## src/logic/msr_defs.svh

```systemverilog
`ifndef MSR_DEFS_SVH
`define MSR_DEFS_SVH

`define MSR_ADDR_W 6
`define MSR_OFS_CTRL 6'h12
`define MSR_OFS_STRENGTH 6'h13
`define MSR_OFS_SYNC 6'h14

`define MSR_CTRL_USED 11
`define MSR_CORR_HI 10
`define MSR_CORR_LO 6
`define MSR_AVG_BIT 5
`define MSR_PHASE_BIT 4
`define MSR_TXM_HI 3
`define MSR_TXM_LO 2
`define MSR_RXM_HI 1
`define MSR_RXM_LO 0
`define MSR_THR_HI 15
`define MSR_THR_LO 8

`define MSR_CTRL_RST 11'h500
`define MSR_THR_RST 8'he0
`define MSR_STRENGTH_INVALID 8'h80
`define MSR_SYNC_RST 16'ha70f
`define MSR_LFSR_RST 16'hffff
`define MSR_LFSR_POLY 16'h1021

`define MSR_NIB_W 4
`define MSR_NIB_ALL1 4'hf
`define MSR_NIB_ZERO 4'h0
`define MSR_SYNC_LAST 2'h3
`define MSR_WIN_LAST 3'h4
`define MSR_WIN_FULL 3'h5

`define MSR_TX_BUF 2'h0
`define MSR_TX_SER 2'h1
`define MSR_TX_LOOP 2'h2
`define MSR_TX_RAND 2'h3
`define MSR_RX_BUF 2'h0
`define MSR_RX_SER 2'h1
`define MSR_RX_LOOP 2'h2
`define MSR_RX_RSVD 2'h3

`define MSR_CCA_RSVD 2'h0
`define MSR_CCA_LEVEL 2'h1
`define MSR_CCA_FRAME 2'h2
`define MSR_CCA_BOTH 2'h3

`define MSR_AVG_DEPTH 8
`define MSR_AVG_PTR_W 3
`define MSR_AVG_FULL 4'h8
`define MSR_AVG_NEAR 4'h7
`define MSR_AVG_SHIFT 3
`define MSR_SUM_W 11

`endif

```

## src/logic/msr_pkg.sv

```systemverilog
package msr_pkg;
    typedef logic [7:0] msr_db_t;
    typedef logic [3:0] msr_nib_t;
    typedef enum {SQ_IDLE, SQ_SYNC, SQ_DATA} msr_txseq_t;
endpackage

```

## src/logic/msr_avg_if.sv

```systemverilog
`timescale 1ns/1ps
`default_nettype none
interface msr_avg_if;
    logic tick;
    logic clear;
    msr_pkg::msr_db_t sample;
    msr_pkg::msr_db_t avg;
    logic valid;
    modport src(output tick, output clear, output sample, input avg, input valid);
    modport avgr(input tick, input clear, input sample, output avg, output valid);
endinterface
`default_nettype wire

```

## src/logic/msr_strength_avg.sv

```systemverilog
`timescale 1ns/1ps
`default_nettype none
`include "msr_defs.svh"
module msr_strength_avg (
    input wire logic clk_in,
    input wire logic rstn_in,
    input wire logic ce_in,
    msr_avg_if.avgr bus
);
    import msr_pkg::*;
    localparam int PW = `MSR_AVG_PTR_W;
    msr_db_t mem_ff [`MSR_AVG_DEPTH];
    logic [PW-1:0] ptr_ff;
    logic [3:0] cnt_ff;
    logic [`MSR_SUM_W-1:0] sum_ff;
    logic [`MSR_SUM_W-1:0] nxt_sum;
    msr_db_t rd_ff;
    msr_db_t avg_ff;
    logic valid_ff;

    assign nxt_sum = sum_ff + {{3{bus.sample[7]}}, bus.sample} - {{3{rd_ff[7]}}, rd_ff};
    assign bus.avg = avg_ff;
    assign bus.valid = valid_ff;

    // One history entry per sample of the window.
    for (genvar gi = 0; gi < `MSR_AVG_DEPTH; gi++) begin : g_ent
        always_ff @(posedge clk_in or negedge rstn_in) begin
            if (!rstn_in) begin
                mem_ff[gi] <= 8'h00;
            end else if (ce_in) begin
                if (bus.clear) begin
                    mem_ff[gi] <= 8'h00;
                end else if (bus.tick && ptr_ff == PW'(gi)) begin
                    mem_ff[gi] <= bus.sample;
                end
            end
        end
    end

    // Oldest entry is read out through a register.
    always_ff @(posedge clk_in or negedge rstn_in) begin
        if (!rstn_in) begin
            rd_ff <= 8'h00;
        end else if (ce_in) begin
            rd_ff <= mem_ff[ptr_ff];
        end
    end

    always_ff @(posedge clk_in or negedge rstn_in) begin
        if (!rstn_in) begin
            ptr_ff <= '0;
            cnt_ff <= 4'h0;
            sum_ff <= '0;
            valid_ff <= 1'b0;
            avg_ff <= `MSR_STRENGTH_INVALID;
        end else if (ce_in) begin
            if (bus.clear) begin
                ptr_ff <= '0;
                cnt_ff <= 4'h0;
                sum_ff <= '0;
                valid_ff <= 1'b0;
                avg_ff <= `MSR_STRENGTH_INVALID;
            end else if (bus.tick) begin
                ptr_ff <= ptr_ff + PW'(1);
                sum_ff <= nxt_sum;
                if (cnt_ff != `MSR_AVG_FULL) begin
                    cnt_ff <= cnt_ff + 4'h1;
                end
                if (cnt_ff >= `MSR_AVG_NEAR) begin
                    valid_ff <= 1'b1;
                    avg_ff <= nxt_sum[`MSR_SUM_W-1:`MSR_AVG_SHIFT];
                end
            end
        end
    end
endmodule // msr_strength_avg
`default_nettype wire

```

## src/logic/msr_modem_regs.sv

```systemverilog
`timescale 1ns/1ps
`default_nettype none
`include "msr_defs.svh"
// Behaviour
// - Delimiter search only after correlator reaches threshold.
// - Offset filter frozen after preamble unless averaging.
// - Phase select: reversed phase for both directions.
// - Transmit mode 0 reads the transmit buffer.
// - Transmit mode 1 sends serial data endlessly.
// - Transmit mode 2 loops buffer, ignores underflow.
// - Transmit mode 3 sends pseudo-random checksum data.
// - Receive mode 0 stores into receive buffer.
// - Receive mode 1 drives data on pins.
// - Receive mode 2 loops buffer, ignores overflow.
// - Channel threshold is signed, resets to -32.
// - Clear-channel flag while strength below threshold.
// - Strength byte is read-only signed dB estimate.
// - Strength averaged over eight symbols, then ready.
// - Strength resets to -128, meaning not valid.
// - Sync word handled low nibble first.
// - Transmit replaces all-ones sync nibbles with zero.
// - Receive treats all-ones sync nibbles as wildcards.
// - Receive needs a zero before first non-wildcard nibble.
// - Level rule uses hysteresis below threshold.
module msr_modem_regs (
    input wire logic sys_clk_in,
    input wire logic rstn_in,
    input wire logic ce_in,
    input wire logic [`MSR_ADDR_W-1:0] reg_addr_in,
    input wire logic [15:0] reg_wdata_in,
    input wire logic reg_wr_in,
    input wire logic reg_rd_in,
    input wire logic [4:0] corr_level_in,
    input wire logic preamble_match_in,
    input wire logic rx_en_in,
    input wire msr_pkg::msr_db_t strength_sample_in,
    input wire logic sym_tick_in,
    input wire logic [1:0] clear_channel_rule_select_in,
    input wire logic [2:0] clear_channel_hysteresis_in,
    input wire logic rx_frame_active_in,
    input wire logic rx_sym_valid_in,
    input wire msr_pkg::msr_nib_t rx_sym_in,
    input wire logic rx_frame_end_in,
    input wire logic tx_start_in,
    input wire logic tx_stop_in,
    input wire msr_pkg::msr_nib_t tx_buf_nib_in,
    input wire msr_pkg::msr_nib_t tx_ser_nib_in,
    output logic [15:0] reg_rdata_out,
    output logic delim_search_en_out,
    output logic delim_found_out,
    output logic offset_hold_out,
    output logic phase_reverse_out,
    output logic signal_strength_ready_out,
    output logic clear_channel_flag_out,
    output logic rx_buf_wr_out,
    output msr_pkg::msr_nib_t rx_pin_data_out,
    output logic rx_wrap_out,
    output logic rx_endless_out,
    output msr_pkg::msr_nib_t tx_nib_out,
    output logic tx_nib_valid_out,
    output logic tx_buf_rd_out,
    output logic tx_wrap_out,
    output logic tx_endless_out,
    output logic tx_busy_out
);
    import msr_pkg::*;

    logic [`MSR_CTRL_USED-1:0] ctrl_ff;
    msr_db_t thr_ff;
    logic [15:0] sync_ff;
    logic [15:0] nxt_rdata;
    logic wr_ctrl;
    logic wr_strength;
    logic wr_sync;
    logic [4:0] correlator_threshold;
    logic [1:0] tx_mode;
    logic [1:0] rx_mode;
    msr_avg_if avg_bus();

    assign wr_ctrl = ce_in && reg_wr_in && reg_addr_in == `MSR_OFS_CTRL;
    assign wr_strength = ce_in && reg_wr_in && reg_addr_in == `MSR_OFS_STRENGTH;
    assign wr_sync = ce_in && reg_wr_in && reg_addr_in == `MSR_OFS_SYNC;
    assign correlator_threshold = ctrl_ff[`MSR_CORR_HI:`MSR_CORR_LO];
    assign tx_mode = ctrl_ff[`MSR_TXM_HI:`MSR_TXM_LO];
    assign rx_mode = ctrl_ff[`MSR_RXM_HI:`MSR_RXM_LO];

    always_ff @(posedge sys_clk_in or negedge rstn_in) begin
        if (!rstn_in) begin
            ctrl_ff <= `MSR_CTRL_RST;
        end else if (wr_ctrl) begin
            ctrl_ff <= reg_wdata_in[`MSR_CTRL_USED-1:0];
        end
    end

    always_ff @(posedge sys_clk_in or negedge rstn_in) begin
        if (!rstn_in) begin
            thr_ff <= `MSR_THR_RST;
        end else if (wr_strength) begin
            thr_ff <= reg_wdata_in[`MSR_THR_HI:`MSR_THR_LO];
        end
    end

    always_ff @(posedge sys_clk_in or negedge rstn_in) begin
        if (!rstn_in) begin
            sync_ff <= `MSR_SYNC_RST;
        end else if (wr_sync) begin
            sync_ff <= reg_wdata_in;
        end
    end

    always_comb begin
        case (reg_addr_in)
            `MSR_OFS_CTRL: nxt_rdata = {{(16 - `MSR_CTRL_USED){1'b0}}, ctrl_ff};
            `MSR_OFS_STRENGTH: nxt_rdata = {thr_ff, avg_bus.avg};
            `MSR_OFS_SYNC: nxt_rdata = sync_ff;
            default: nxt_rdata = 16'h0000;
        endcase
    end

    always_ff @(posedge sys_clk_in or negedge rstn_in) begin
        if (!rstn_in) begin
            reg_rdata_out <= 16'h0000;
        end else if (ce_in && reg_rd_in) begin
            reg_rdata_out <= nxt_rdata;
        end
    end

    // Strength averaging runs only while the receiver is enabled.
    assign avg_bus.tick = sym_tick_in && rx_en_in;
    assign avg_bus.clear = !rx_en_in;
    assign avg_bus.sample = strength_sample_in;

    msr_strength_avg u_avg (
        .clk_in(sys_clk_in),
        .rstn_in(rstn_in),
        .ce_in(ce_in),
        .bus(avg_bus.avgr)
    );

    logic signed [8:0] s_val;
    logic signed [8:0] s_thr;
    logic signed [8:0] s_thr_lo;
    logic level_ff;
    logic nxt_level;
    logic nxt_flag;

    assign s_val = {avg_bus.avg[7], avg_bus.avg};
    assign s_thr = {thr_ff[7], thr_ff};
    assign s_thr_lo = s_thr - $signed({6'h00, clear_channel_hysteresis_in});

    always_comb begin
        nxt_level = level_ff;
        if (s_val < s_thr_lo) begin
            nxt_level = 1'b1;
        end else if (s_val >= s_thr) begin
            nxt_level = 1'b0;
        end
    end

    always_comb begin
        case (clear_channel_rule_select_in)
            `MSR_CCA_FRAME: nxt_flag = !rx_frame_active_in;
            `MSR_CCA_BOTH: nxt_flag = nxt_level && !rx_frame_active_in;
            default: nxt_flag = nxt_level;
        endcase
    end

    always_ff @(posedge sys_clk_in or negedge rstn_in) begin
        if (!rstn_in) begin
            level_ff <= 1'b0;
            clear_channel_flag_out <= 1'b0;
            signal_strength_ready_out <= 1'b0;
        end else if (ce_in) begin
            level_ff <= nxt_level;
            clear_channel_flag_out <= nxt_flag;
            signal_strength_ready_out <= avg_bus.valid;
        end
    end

    logic preamble_lock_ff;
    logic nxt_preamble_lock;

    assign nxt_preamble_lock = rx_en_in && (preamble_lock_ff || preamble_match_in);

    always_ff @(posedge sys_clk_in or negedge rstn_in) begin
        if (!rstn_in) begin
            preamble_lock_ff <= 1'b0;
            offset_hold_out <= 1'b0;
        end else if (ce_in) begin
            preamble_lock_ff <= nxt_preamble_lock;
            offset_hold_out <= !ctrl_ff[`MSR_AVG_BIT] && nxt_preamble_lock;
        end
    end

    always_ff @(posedge sys_clk_in or negedge rstn_in) begin
        if (!rstn_in) begin
            phase_reverse_out <= 1'b0;
        end else if (ce_in) begin
            phase_reverse_out <= ctrl_ff[`MSR_PHASE_BIT];
        end
    end

    // Receive window, index 0 is the newest symbol.
    logic [4:0][3:0] win_ff;
    logic [4:0][3:0] nxt_win;
    logic [2:0] fill_ff;
    logic [3:0] nib_ok;
    logic [2:0] first_req;
    logic zero_ok;
    logic match;
    logic frame_lock_ff;

    assign nxt_win = {win_ff[3:0], rx_sym_in};

    for (genvar gi = 0; gi < 4; gi++) begin : g_nib
        assign nib_ok[gi] = sync_ff[gi*4 +: 4] == `MSR_NIB_ALL1 ||
            nxt_win[3 - gi] == sync_ff[gi*4 +: 4];
    end

    always_comb begin
        first_req = `MSR_WIN_LAST;
        for (int i = 3; i >= 0; i--) begin
            if (sync_ff[i*4 +: 4] != `MSR_NIB_ALL1) begin
                first_req = 3'(i);
            end
        end
    end

    assign zero_ok = nxt_win[`MSR_WIN_LAST - first_req] == `MSR_NIB_ZERO;
    assign match = (&nib_ok) && zero_ok && fill_ff >= `MSR_WIN_LAST;

    always_ff @(posedge sys_clk_in or negedge rstn_in) begin
        if (!rstn_in) begin
            win_ff <= '0;
            fill_ff <= 3'h0;
        end else if (ce_in) begin
            if (!rx_en_in) begin
                win_ff <= '0;
                fill_ff <= 3'h0;
            end else if (rx_sym_valid_in) begin
                win_ff <= nxt_win;
                if (fill_ff != `MSR_WIN_FULL) begin
                    fill_ff <= fill_ff + 3'h1;
                end
            end
        end
    end

    always_ff @(posedge sys_clk_in or negedge rstn_in) begin
        if (!rstn_in) begin
            delim_search_en_out <= 1'b0;
        end else if (ce_in) begin
            delim_search_en_out <= corr_level_in >= correlator_threshold;
        end
    end

    logic found;
    assign found = rx_en_in && rx_sym_valid_in && delim_search_en_out && !frame_lock_ff && match;

    always_ff @(posedge sys_clk_in or negedge rstn_in) begin
        if (!rstn_in) begin
            frame_lock_ff <= 1'b0;
            delim_found_out <= 1'b0;
        end else if (ce_in) begin
            delim_found_out <= found;
            if (!rx_en_in) begin
                frame_lock_ff <= 1'b0;
            end else if (found) begin
                frame_lock_ff <= 1'b1;
            end else if (rx_frame_end_in && !rx_endless_out) begin
                frame_lock_ff <= 1'b0;
            end
        end
    end

    always_ff @(posedge sys_clk_in or negedge rstn_in) begin
        if (!rstn_in) begin
            rx_buf_wr_out <= 1'b0;
            rx_pin_data_out <= `MSR_NIB_ZERO;
            rx_wrap_out <= 1'b0;
            rx_endless_out <= 1'b0;
        end else if (ce_in) begin
            rx_buf_wr_out <= rx_sym_valid_in && frame_lock_ff && rx_mode != `MSR_RX_SER;
            if (rx_sym_valid_in && rx_mode == `MSR_RX_SER) begin
                rx_pin_data_out <= rx_sym_in;
            end
            rx_wrap_out <= rx_mode == `MSR_RX_LOOP;
            rx_endless_out <= rx_mode == `MSR_RX_SER || rx_mode == `MSR_RX_LOOP;
        end
    end

    msr_txseq_t seq_ff;
    msr_txseq_t nxt_seq;
    logic [1:0] idx_ff;
    logic [1:0] nxt_idx;
    logic [15:0] lfsr_ff;
    logic [15:0] sync_shift;
    msr_nib_t sync_nib;
    msr_nib_t nxt_nib;
    logic nxt_nib_valid;
    logic nxt_buf_rd;

    assign sync_shift = sync_ff >> {idx_ff, 2'b00};

    assign sync_nib = (sync_shift[3:0] == `MSR_NIB_ALL1) ? `MSR_NIB_ZERO : sync_shift[3:0];

    always_comb begin
        nxt_seq = seq_ff;
        nxt_idx = idx_ff;
        nxt_nib = tx_nib_out;
        nxt_nib_valid = 1'b0;
        nxt_buf_rd = 1'b0;
        unique case (seq_ff)
            SQ_IDLE: begin
                if (tx_start_in) begin
                    nxt_seq = SQ_SYNC;
                    nxt_idx = 2'h0;
                end
            end
            SQ_SYNC: begin
                if (sym_tick_in) begin
                    nxt_nib = sync_nib;
                    nxt_nib_valid = 1'b1;
                    nxt_idx = idx_ff + 2'h1;
                    if (idx_ff == `MSR_SYNC_LAST) begin
                        nxt_seq = SQ_DATA;
                    end
                end
            end
            SQ_DATA: begin
                if (tx_stop_in && tx_mode == `MSR_TX_BUF) begin
                    nxt_seq = SQ_IDLE;
                end else if (sym_tick_in) begin
                    nxt_nib_valid = 1'b1;
                    unique case (tx_mode)
                        `MSR_TX_BUF, `MSR_TX_LOOP: begin
                            nxt_nib = tx_buf_nib_in;
                            nxt_buf_rd = 1'b1;
                        end
                        `MSR_TX_SER: nxt_nib = tx_ser_nib_in;
                        `MSR_TX_RAND: nxt_nib = lfsr_ff[3:0];
                    endcase
                end
            end
        endcase
    end

    always_ff @(posedge sys_clk_in or negedge rstn_in) begin
        if (!rstn_in) begin
            seq_ff <= SQ_IDLE;
            idx_ff <= 2'h0;
            tx_nib_out <= `MSR_NIB_ZERO;
            tx_nib_valid_out <= 1'b0;
            tx_buf_rd_out <= 1'b0;
            tx_busy_out <= 1'b0;
            tx_wrap_out <= 1'b0;
            tx_endless_out <= 1'b0;
        end else if (ce_in) begin
            seq_ff <= nxt_seq;
            idx_ff <= nxt_idx;
            tx_nib_out <= nxt_nib;
            tx_nib_valid_out <= nxt_nib_valid;
            tx_buf_rd_out <= nxt_buf_rd;
            tx_busy_out <= nxt_seq != SQ_IDLE;
            tx_wrap_out <= tx_mode == `MSR_TX_LOOP;
            tx_endless_out <= tx_mode != `MSR_TX_BUF;
        end
    end

    always_ff @(posedge sys_clk_in or negedge rstn_in) begin
        if (!rstn_in) begin
            lfsr_ff <= `MSR_LFSR_RST;
        end else if (ce_in && seq_ff == SQ_DATA && sym_tick_in && tx_mode == `MSR_TX_RAND) begin
            lfsr_ff <= {lfsr_ff[14:0], 1'b0} ^ (lfsr_ff[15] ? `MSR_LFSR_POLY : 16'h0000);
        end
    end
endmodule // msr_modem_regs
`default_nettype wire

```

## config.mk

```make
export PLATFORM = sky130hd
export DESIGN_NAME = msr_modem_regs
export DESIGN_NICKNAME = d
export VERILOG_FILES = /design/src/logic/msr_pkg.sv /design/src/logic/msr_avg_if.sv /design/src/logic/msr_strength_avg.sv /design/src/logic/msr_modem_regs.sv
export VERILOG_INCLUDE_DIRS = /design/src /design/src/logic
export SDC_FILE = /design/constraint.sdc
export NUM_CORES = 1
export LEC_CHECK = 0
export ABC_AREA = 0
export BUFFER_PORTS_ARGS = -buffer_cell sky130_fd_sc_hd__buf_2
export CORE_UTILIZATION = 45
export CTS_CLUSTER_SIZE = 8
export DETAILED_ROUTE_END_ITERATION = 10
export GPL_TIMING_DRIVEN = 0
export PLACE_DENSITY = 0.7
export SETUP_SLACK_MARGIN = 0.05
export SLEW_MARGIN = 20
export SYNTH_ARGS = -nofsm -noshare
export SYNTH_HDL_FRONTEND = slang
export SYNTH_SLANG_ARGS = --single-unit
```

## constraint.sdc

```tcl
create_clock -name sys_clk_in -period 2.7 [get_ports sys_clk_in]
set_input_delay 0 -clock sys_clk_in [delete_from_list [all_inputs] [get_ports sys_clk_in]]
set_output_delay 0 -clock sys_clk_in [all_outputs]
set_load 0.005 [all_outputs]
```

[Yosys cells after proc, flatten, opt, wreduce, memory -nomap -nowiden]
Index checks and enable logic that the tools add are counted.
Storage, ports and cells
  register bits after elaboration: 244
  input bits: 65
  latch bits: 0
  bits in writable memories: 0
  memory bits (read-only): 0
  memories kept: 0
  output and inout port bits: 38
  word-level logic and storage cells: 258
Cells by class
  bitwise logic cells: 2
  $add $sub $neg: 8
  mux-type cells: 72
  eq/ne operators: 55
  magnitude comparators: 7
  reduce and logical (&&, ||, !) cells: 68
  div/mod/pow operators: 0
  $mul: 0
  shifts and indexed selects: 1
Operators by type and width (count)
  $mux 8: 21
  $mux 32: 4
  $pmux 32 s3: 1
  $pmux 16 s3: 1
  $eq 32x1->1 const B: 1
  $eq 32x2->1 const B: 1
  $eq 32x3->1 const B: 1
  $logic_not 32->1: 1
  $mux 16: 2
  $mux 4: 8
  $reduce_bool 32->1: 1
  $logic_and 1x1->1: 31
  $ne 2x1->1 const B: 14
  $mux 3: 9
  $bmux 8 s3: 1
  $reduce_and 2->1: 12
  $mux 11: 2
  $eq 4x4->1 const B: 5
  $ne 4x4->1 const B: 5
  $eq 6x5->1 const B: 3
  $eq 4x4->1: 4
  $shr 16x4->4: 1
  $xor 16x13->16: 1
  $mux 1: 14
  other kinds (40): 69

[Logic depth before layout (Yosys ltp)]
Gate-level depths: netlist of the first run.
  depth in word-level cells: 14
  gate-level depth with buffers: 14
  gate-level depth less buffers: 14

[Hierarchy]
From an unflattened synthesis of the first run, not the netlist that was laid out.
Unflattened totals
  cells, all modules: 1111
  area total of the unflattened synthesis: 12373.1 sq um
Modules (own cells, without submodules)
  msr_modem_regs: sequential area each 3666.0 sq um, instances 1, area an instance 7175.6 sq um, cells each 627
  msr_strength_avg: sequential area each 2478.6 sq um, instances 1, area an instance 5197.5 sq um, cells each 484

[Worst setup path after synthesis of the first run]
Ideal clock, no wire load.
  kind: flip-flop to flip-flop
  start point: reg thr_ff[0]
  end point: reg clear_channel_flag_out
  data required time: 2623 ps
  cell stages (with the launch flop): 15
  data arrival time: 2502 ps
  library setup time: 77 ps
  buffers on the path: 0
  path slack: 121 ps
  clock period less this slack: 2579 ps
  path through: dfrtp_1 inv_1 ha_1 fa_1 inv_1 a21o_1 nor4_1 xnor2_1 ha_1 nand2_1 nor2_1 a2111oi_0 o31a_1 nor3_1 a21oi_1
On the way
  word-level cells in the longest chain between the ends: 5
  elaborated cells between the ends (all ways): 7
  classes of those cells: add/sub: 1; order compare: 2; mux: 3; reduce/logical: 1
RTL lines
  from (decl): RTL line msr_modem_regs.sv:69  | msr_db_t thr_ff;
  from (signal assigned): RTL line msr_modem_regs.sv:97  | thr_ff <= `MSR_THR_RST;
  from (signal assigned): RTL line msr_modem_regs.sv:99  | thr_ff <= reg_wdata_in[`MSR_THR_HI:`MSR_THR_LO];
  $sub 8x4->9 or $ge 8x8->1 (tied branches): RTL line msr_modem_regs.sv:149, msr_modem_regs.sv:155
  $lt 8x9->1 or $mux 1 (tied branches): RTL line msr_modem_regs.sv:153, msr_modem_regs.sv:155
  $mux 1 (*): RTL line msr_modem_regs.sv:153  | if (s_val < s_thr_lo) begin
  $logic_and 1x1->1: RTL line msr_modem_regs.sv:163  | `MSR_CCA_BOTH: nxt_flag = nxt_level && !rx_frame_active_in;
  $pmux 1 s2 (*): RTL line msr_modem_regs.sv:161  | case (clear_channel_rule_select_in)
  to (signal assigned): RTL line msr_modem_regs.sv:175  | clear_channel_flag_out <= nxt_flag;
  to (decl): RTL line msr_modem_regs.sv:54  | output logic clear_channel_flag_out,
Mark *: on every way between the ends. The rest lies on a longest branch, timed or not.
A chain may end at the register's enable or synchronous reset.

[Worst setup path after layout of the first run]
Same ends and word-level chain as after synthesis.

==> results of run 1 <==
-- cell type report --
cell class              count  share of cell area (%)
inverters                  74                    1.88
clock buffers              50                    6.60
clock inverters             3                   0.322
repair buffers            151                    7.14
plain buffers              55                    1.69
well taps                 335                    2.84
multi-input cells         763                    37.9
flip-flops and latches    244                    41.6
-- cell families after synthesis --
logic type | share of synthesized area [%]
muxes | 9.83
adders and majority gates | 6.85
DFF | 50.5
buffers and inverters | 4.29
xor gates and xnor gates | 2.59
and+or+nand+nor | 13.4
AOI/OAI and AO/OA | 12.6
-- state kept, by name, summed over array words and instances (netlist names), 2 cells and up --
signal,count
ctrl_ff,11
fill_ff,3
idx_ff,2
lfsr_ff,16
nxt_win,16
reg_rdata_out,16
rx_pin_data_out,4
seq_ff,32
sync_ff,16
thr_ff,8
tx_nib_out,4
u_avg.bus.avg,8
u_avg.cnt_ff,4
u_avg.mem_ff,64
u_avg.ptr_ff,3
u_avg.rd_ff,8
u_avg.sum_ff,11
-- through the flow --
step | hold slack (ns) | setup TNS [ns] | instances
after CTS | 0.00519 | -0.0317 | 1672
final | -0.0163 | -0.254 | 1675
after global routing | 0.0266 | -0.435 | 1675
after floorplan | -0.296 | 0 | 1136
after global placement | 0.241 | -583.42 | 1569
after detailed placement | 0.0745 | -0.545 | 1571
-- power groups by stage --
stage | Clock, mW | Sequential (mW) | Combinational, mW
finish | 4.14 | 4.33 | 2.65
CTS | 4.21 | 4.32 | 2.61
global placement | 0 | 4.36 | 2.37
floorplan | 0 | 4.27 | 1.78
detailed placement | 0 | 4.37 | 2.46
global route | 4.37 | 4.36 | 2.96
-- synth_stat cells (3+ instances only) --
| library cell | n | share of area (%) |
|---|---|---|
| xnor2_1 | 21 | 1.5 |
| nand3_1 | 79 | 3.3 |
| nand4_1 | 12 | 0.62 |
| mux2_2 | 44 | 4.1 |
| nand4b_1 | 4 | 0.29 |
| and2_1 | 21 | 1.1 |
| clkbuf_1 | 36 | 1.1 |
| buf_1 | 6 | 0.19 |
| o41ai_1 | 3 | 0.22 |
| a22oi_1 | 10 | 0.62 |
| a21o_1 | 7 | 0.43 |
| xor2_1 | 15 | 1.1 |
| nor2b_1 | 16 | 0.82 |
| ha_1 | 49 | 5.0 |
| nor3_1 | 6 | 0.25 |
| mux4_2 | 20 | 3.7 |
| buf_2 | 10 | 0.41 |
| mux2_4 | 6 | 0.74 |
| nand2b_1 | 7 | 0.36 |
| dfrtp_1 | 213 | 44 |
| fa_1 | 11 | 1.8 |
| dfstp_2 | 31 | 6.7 |
| a22o_1 | 24 | 1.7 |
| mux2i_1 | 16 | 1.3 |
| a31oi_1 | 11 | 0.57 |
| o21ai_0 | 119 | 4.9 |
| nor2_1 | 66 | 2.0 |
| a21oi_1 | 48 | 2.0 |
| nor4_1 | 10 | 0.51 |
| clkinv_1 | 3 | 0.093 |
| o22ai_1 | 5 | 0.26 |
| inv_1 | 71 | 2.2 |
| nand2_1 | 92 | 2.8 |
-- cells in the final DEF (no fill, tap or decap), drive strengths merged, types with 3 or more instances in the layout --
master and n:
dfrtp 213, buf 123, o21ai 121, nand2 92, clkbuf 87, nand3 80, inv 73, nor2 67
mux2 50, ha 49, a21oi 48, dlygate4sd3 46, dfstp 31, a22o 24, and2 22, xnor2 21
mux4 20, nor2b 16, mux2i 16, xor2 15, nand4 12, nor4 12, a31oi 11, fa 11
a22oi 10, nor3 8, a21o 7, nand2b 7, o22ai 5, nand4b 4, o41ai 4, clkinv 3
-- what timing repair did --
item,4_1_cts,5_1_grt
endpoints found under the setup margin,4,13
gates resized for setup,15,19
hold buffers,45,1
endpoints found under the hold margin,160,1
setup buffers,3,2
pin swaps,10,9
-- routing by layer --
layer	track usage [%]	vias to the layer above	part of all wire (%)
met1	30.1	4668	43
met2	38.9	253	49
li1	-	4387	-
met5	0	-	0
met3	3.43	63	5.3
met4	7.61	0	2.7
-- worst max-delay path, cell delays in order, from the launching register on --
cell and delay (ns):
dfrtp_1 0.40, inv_2 0.08, ha_4 0.14, fa_2 0.22, inv_1 0.04, a21o_1 0.19, nor4_4 0.35, a21oi_2 0.10
ha_2 0.22, nor2_2 0.14, nand2_2 0.11, a2111oi_4 0.31, o31a_1 0.24, nor3_2 0.07, a21oi_2 0.18
-- worst paths after layout --
| kind | start | end | cells after the start |
|---|---|---|---|
| max | thr_ff[0]$_DFFE_PN0P_ | clear_channel_flag_out$_DFFE_PN0P_ | 14 |
| min | corr_level_in[4] | delim_search_en_out$_DFFE_PN0P_ | 4 |
| max reg2reg | thr_ff[0]$_DFFE_PN0P_ | clear_channel_flag_out$_DFFE_PN0P_ | 14 |
| min reg2reg | reg_rdata_out[10]$_DFFE_PN0P_ | reg_rdata_out[10]$_DFFE_PN0P_ | 2 |
| max in group asynchronous | rstn_in | u_avg.bus.avg[7]$_DFFE_PN1P_ | 3 |
| min in group asynchronous | rstn_in | nxt_win[19]$_DFFE_PN0P_ | 2 |
==> flow_summary.yaml, run 1 <==
timing:
  fin_crit_ns: 2.86
  skew_ns: 0.0273
  rsz0062_at_grt: "true"
  setup_viol: 2
  setup_ws_ns: -0.156
  slew_headroom_pct: 51.6
  fmax_ghz: 0.350
  timing.hold.ws_ns: -0.0163
  timing.final.crit_share_pct: 106
  slew_violations: 0
  tightestPinTransition_ns: 0.726
  finalHoldViolCount: 1
placed_design:
  port_buffers: 98
  placed_area_mm2: 0.0131
  gp_congestion: 0.879
  pre_cts_slack_ns: -0.284
  post-dp-hpwl_mm: 22.1
detailed_routing:
  post-route-drc-count: 14
  wl_per_cell_um: 18.8
  ant_nets: 0
  vias_per_cell: 5.59
  drtIter0Drc: 699
  route.vias.total: 9371
  drt-total-wl_mm: 31.4
  drtPass1Iterations: 8
cells_and_area:
  multi_input_area_mm2: 0.00560
  n_fill_cell: 2246
  seqCellArea_mm2: 0.00614
  fin_util_pct: 56.2
  drive_above_1_share_pct: 22.2
  final_cell_area_mm2: 0.0148
  antenna_cells: 0
  layout.nets: 1450
  syn2layout_area_growth_pct: 21.4
critical_path:
  required_ns: 3.11
  reg2reg_setup_slack_ns: -0.16
  crit_fanout: 2
  end_kind: "flip-flop"
  worstSetupStartpointType: "flip-flop"
  path_class: "flip-flop to flip-flop"
  cp.arrival_ns: 3.27
floorplanning:
  io-pin-count: 103
  start_util_pct: 46.3
  die_h_um: 166
  fp.dieW_um: 166
  rows: 59
  core_area_mm2: 0.0263
  die_area_mm2: 0.0277
pwr:
  comb_power_share_pct: 23.8
  finalPower_mw: 11.1
  power.internal_mw: 7.78
  power.switching_mw: 3.34
  switching_share_pct: 30.0
  irDropWorstVdd_v: 0.000432
  p_per_area_mw_per_mm2: 753
  pwr-share-clk_pct: 37.3
  leakage_nw: 6.85
  seq_power_share_pct: 38.9
yosys:
  synth_edf_count: 0
  synth_cell_type_count: 70
  yosys_most_used_dff: "dfrtp_1"
  ys_seq_elements: 244
  syn_avg_cell_area_um2: 10.7
  async_flop_share_pct: 100
  yosys_warnings: 0
  netlist_area_mm2: 0.0122
  syn_inst: 1136
  syn_nets: 1261
  yosysSeqAreaShare_pct: 50.5
clocking:
  cts_max_path_buffers: 3
  clk_pin_slew_ns: 0.05
  insertion_delay_ns: 0.52
  htree_levels: 2
  cts_inserted_buffers: 36
  clock-sinks: 244
  cts_root_buf: "clkbuf_16"
  cts_tree: "built"
global_routing:
  grt_pass1_vias: 9606
  grt_usage_pct: 22.9
  gr-total-overflow: 0
  grt_pass1_wl_mm: 50.6
  grt_max_degree: 95
  antenna_found_initial: 0
worst_hold_path:
  hold_class: "input port to flip-flop"
run_status:
  violations: "DRC, hold timing, setup timing"
  status: "finished with violations"
flow_run:
  drv_cap: 0
Power figures use the tool's default switching activity.
==> run 2: changes to the inputs <==
- ABC_AREA: 0 -> 1
- BUFFER_PORTS_ARGS: -buffer_cell sky130_fd_sc_hd__buf_2 -> not set
- CTS_CLUSTER_DIAMETER: not set -> 60
- DONT_BUFFER_PORTS: not set -> 1
- PLACE_DENSITY: 0.7 -> 0.67
==> flow_summary.yaml, run 2 <==
floorplanning:
  fp.dieW_um: 170
  io-pin-count: 103
  die_area_mm2: 0.0289
  start_util_pct: 45.7
  die_h_um: 170
  rows: 61
  core_area_mm2: 0.0278
detailed_routing:
  route.vias.total: 10811
  drt-total-wl_mm: 34.5
  vias_per_cell: 5.34
  wl_per_cell_um: 17.1
  drtIter0Drc: 745
  drtPass1Iterations: 5
  post-route-drc-count: 0
  ant_nets: 0
global_routing:
  grt_util_met3_pct: 4.86
  grt_usage_pct: 24.4
  antenna_found_initial: 0
  grt_pass1_wl_mm: 55.5
  met1_usage_pct: 31.1
  use_met2_pct: 40.6
  gr-total-overflow: 0
  grt-busiest-layer: "met2"
  grt_pass1_vias: 10685
  grt_max_degree: 245
yosys:
  ys_top_cells_by_count: "nand2_1, inv_1, dfrtp_1"
  async_flop_share_pct: 100
  ys_seq_elements: 244
  synth_cell_type_count: 50
  syn_inst: 1524
  yosysSeqAreaShare_pct: 48.4
  synth_top_area_share_pct: 42.0
  yosys_warnings: 0
  synth_edf_count: 0
  synthTopCellsByArea: "dfrtp_1, nand2_1, o21ai_0"
  synth_top_area_cell: "dfrtp_1"
  syn_nets: 1649
  synth_most_common_cell: "nand2_1"
  yosys_most_used_dff: "dfrtp_1"
  netlist_area_mm2: 0.0127
  syn_avg_cell_area_um2: 8.32
worst_hold_path:
  hold_class: "input port to asynchronous set/reset pin"
clocking:
  insertion_delay_ns: 0.51
  cts_root_buf: "clkbuf_16"
  cts_tree: "built"
  cts_inserted_buffers: 36
  clock-sinks: 244
  cts_max_path_buffers: 3
  hold_buffers: 60
  htree_levels: 2
  clk_pin_slew_ns: 0.06
run_status:
  status: "finished with violations"
  violations: "hold timing, setup timing"
cells_and_area:
  top_regs: "u_avg.mem_ff x64, seq_ff x32"
  layout.nets: 1753
  seqCellArea_mm2: 0.00615
  fin_util_pct: 53.8
  instances_no_fill: 2024
  largest_register_ffs: 64
  largest_register: "u_avg.mem_ff"
  n_fill_cell: 2552
  final_common_cell: "nand2_1"
  final_cell_mix: "nand2_1, inv_1, dfrtp_1"
  syn2layout_area_growth_pct: 17.8
  multi_input_area_mm2: 0.00554
  drive_above_1_share_pct: 9.36
  antenna_cells: 0
timing:
  setup_ws_ns: -0.126
  fmax_ghz: 0.354
  rsz0062_at_grt: "true"
  setup_viol: 2
  timing.final.crit_share_pct: 105
  slew_violations: 0
  skew_ns: 0.0120
  slew_headroom_pct: 50.6
  finalHoldViolCount: 244
  timing.hold.ws_ns: -0.798
  tightestPinTransition_ns: 0.741
  fin_crit_ns: 2.83
pwr:
  switching_share_pct: 33.0
  power.switching_mw: 3.89
  pwr-share-clk_pct: 35.1
  power.internal_mw: 7.91
  leakage_nw: 7.10
  comb_power_share_pct: 27.0
  irDropWorstVdd_v: 0.000489
  seq_power_share_pct: 37.9
  p_per_area_mw_per_mm2: 790
flow_run:
  drv_cap: 0
critical_path:
  crit_fanout: 3
  cp.arrival_ns: 3.22
  path_class: "flip-flop to flip-flop"
  required_ns: 3.09
  end_kind: "flip-flop"
  worstSetupStartpointType: "flip-flop"
placed_design:
  post-dp-hpwl_mm: 24.3
  placed_cells: 1902
  port_buffers: 0
  gp_congestion: 0.901
[run 2: worst paths after layout]
| kind | to | start | slack (ns) | cells past startpoint |
|---|---|---|---|---|
| min in group sys_clk_in | frame_lock_ff$_DFFE_PN0P_ | ce_in | 0.03 | 4 |
| max reg2reg | clear_channel_flag_out$_DFFE_PN0P_ | thr_ff[0]$_DFFE_PN0P_ | -0.13 | 14 |
| min reg2reg | lfsr_ff[10]$_DFFE_PN1P_ | lfsr_ff[10]$_DFFE_PN1P_ | 0.47 | 2 |
| max in group asynchronous | thr_ff[2]$_DFFE_PN0P_ | rstn_in | 2.88 | 0 |
| min | u_avg.bus.avg[4]$_DFFE_PN0P_ | rstn_in | -0.80 | 0 |
| max | clear_channel_flag_out$_DFFE_PN0P_ | thr_ff[0]$_DFFE_PN0P_ | -0.13 | 14 |
[run 2: cells by family (layout without fill, tap and decap cells)]
| group | after synthesis | count (layout) | share of synthesized area (%) |
|---|---|---|---|
| simple gates | 530 | 530 | 17.5 |
| compound gates | 372 | 372 | 16.4 |
| buf+inv | 286 | 408 | 8.70 |
| flops | 244 | 244 | 48.4 |
| fa+ha+maj | 60 | 60 | 6.57 |
| xor+xnor | 21 | 21 | 1.45 |
| mux | 11 | 11 | 0.976 |
[run 2: area by class of cell]
cell class	count	share of cell area (%)
sequential	244	41.1
buffer	52	1.52
clock inverter	2	0.142
timing repair buffer	67	4.37
clock buffer	54	6.76
multi-input combinational	994	37.1
tap	378	3.16
inverter	233	5.85
[run 2: layer usage]
| layer | part of all wire, % | vias to the layer above |
|---|---|---|
| li1 | - | 5215 |
| met2 | 48 | 359 |
| met4 | 3.3 | 0 |
| met5 | 0 | - |
| met3 | 6.7 | 81 |
| met1 | 42 | 5156 |
[run 2: metrics by stage]
step	TNS (ns)	power, mW	instance area (um^2)	setup slack, ns	hold WS, ns
4_1_cts	-0.0927	11.7	14900	-0.0927	-0.816
5_1_grt	-0.515	12.5	14900	-0.323	-0.810
2_1_floorplan	0	6.59	12700	0.0541	-0.296
3_3_place_gp	-1.17	7.25	13200	-0.353	-0.285
6_report	-0.148	11.8	14900	-0.126	-0.798
3_5_place_dp	-1.76	7.34	13200	-0.383	-0.283
[run 2: critical path, stage by stage, from the launching register on]
cell       delay [ns]
dfrtp_1          0.35
inv_2            0.06
ha_2             0.19
fa_2             0.34
or2_4            0.25
nand2_4          0.07
nor3_2           0.05
a21oi_1          0.14
ha_1             0.28
a21oi_1          0.24
o2111ai_2        0.19
xnor2_2          0.23
nand2_2          0.11
o21ai_2          0.14
nand2_1          0.07
[run 2: power by group through the flow]
stage	Clock, mW	Combinational, mW	Sequential [mW]
finish	4.15	3.19	4.47
CTS	4.22	3.02	4.46
global placement	0	2.74	4.51
global route	4.35	3.59	4.52
detailed placement	0	2.82	4.51
floorplan	0	2.21	4.38
[run 2: timing repair]
item	in CTS	in global routing
endpoints found under the hold margin	395	244
buffers inserted	9	1
cloned	0	0
pin swaps	11	18
setup endpoints to repair	17	30
gates resized for setup	10	20
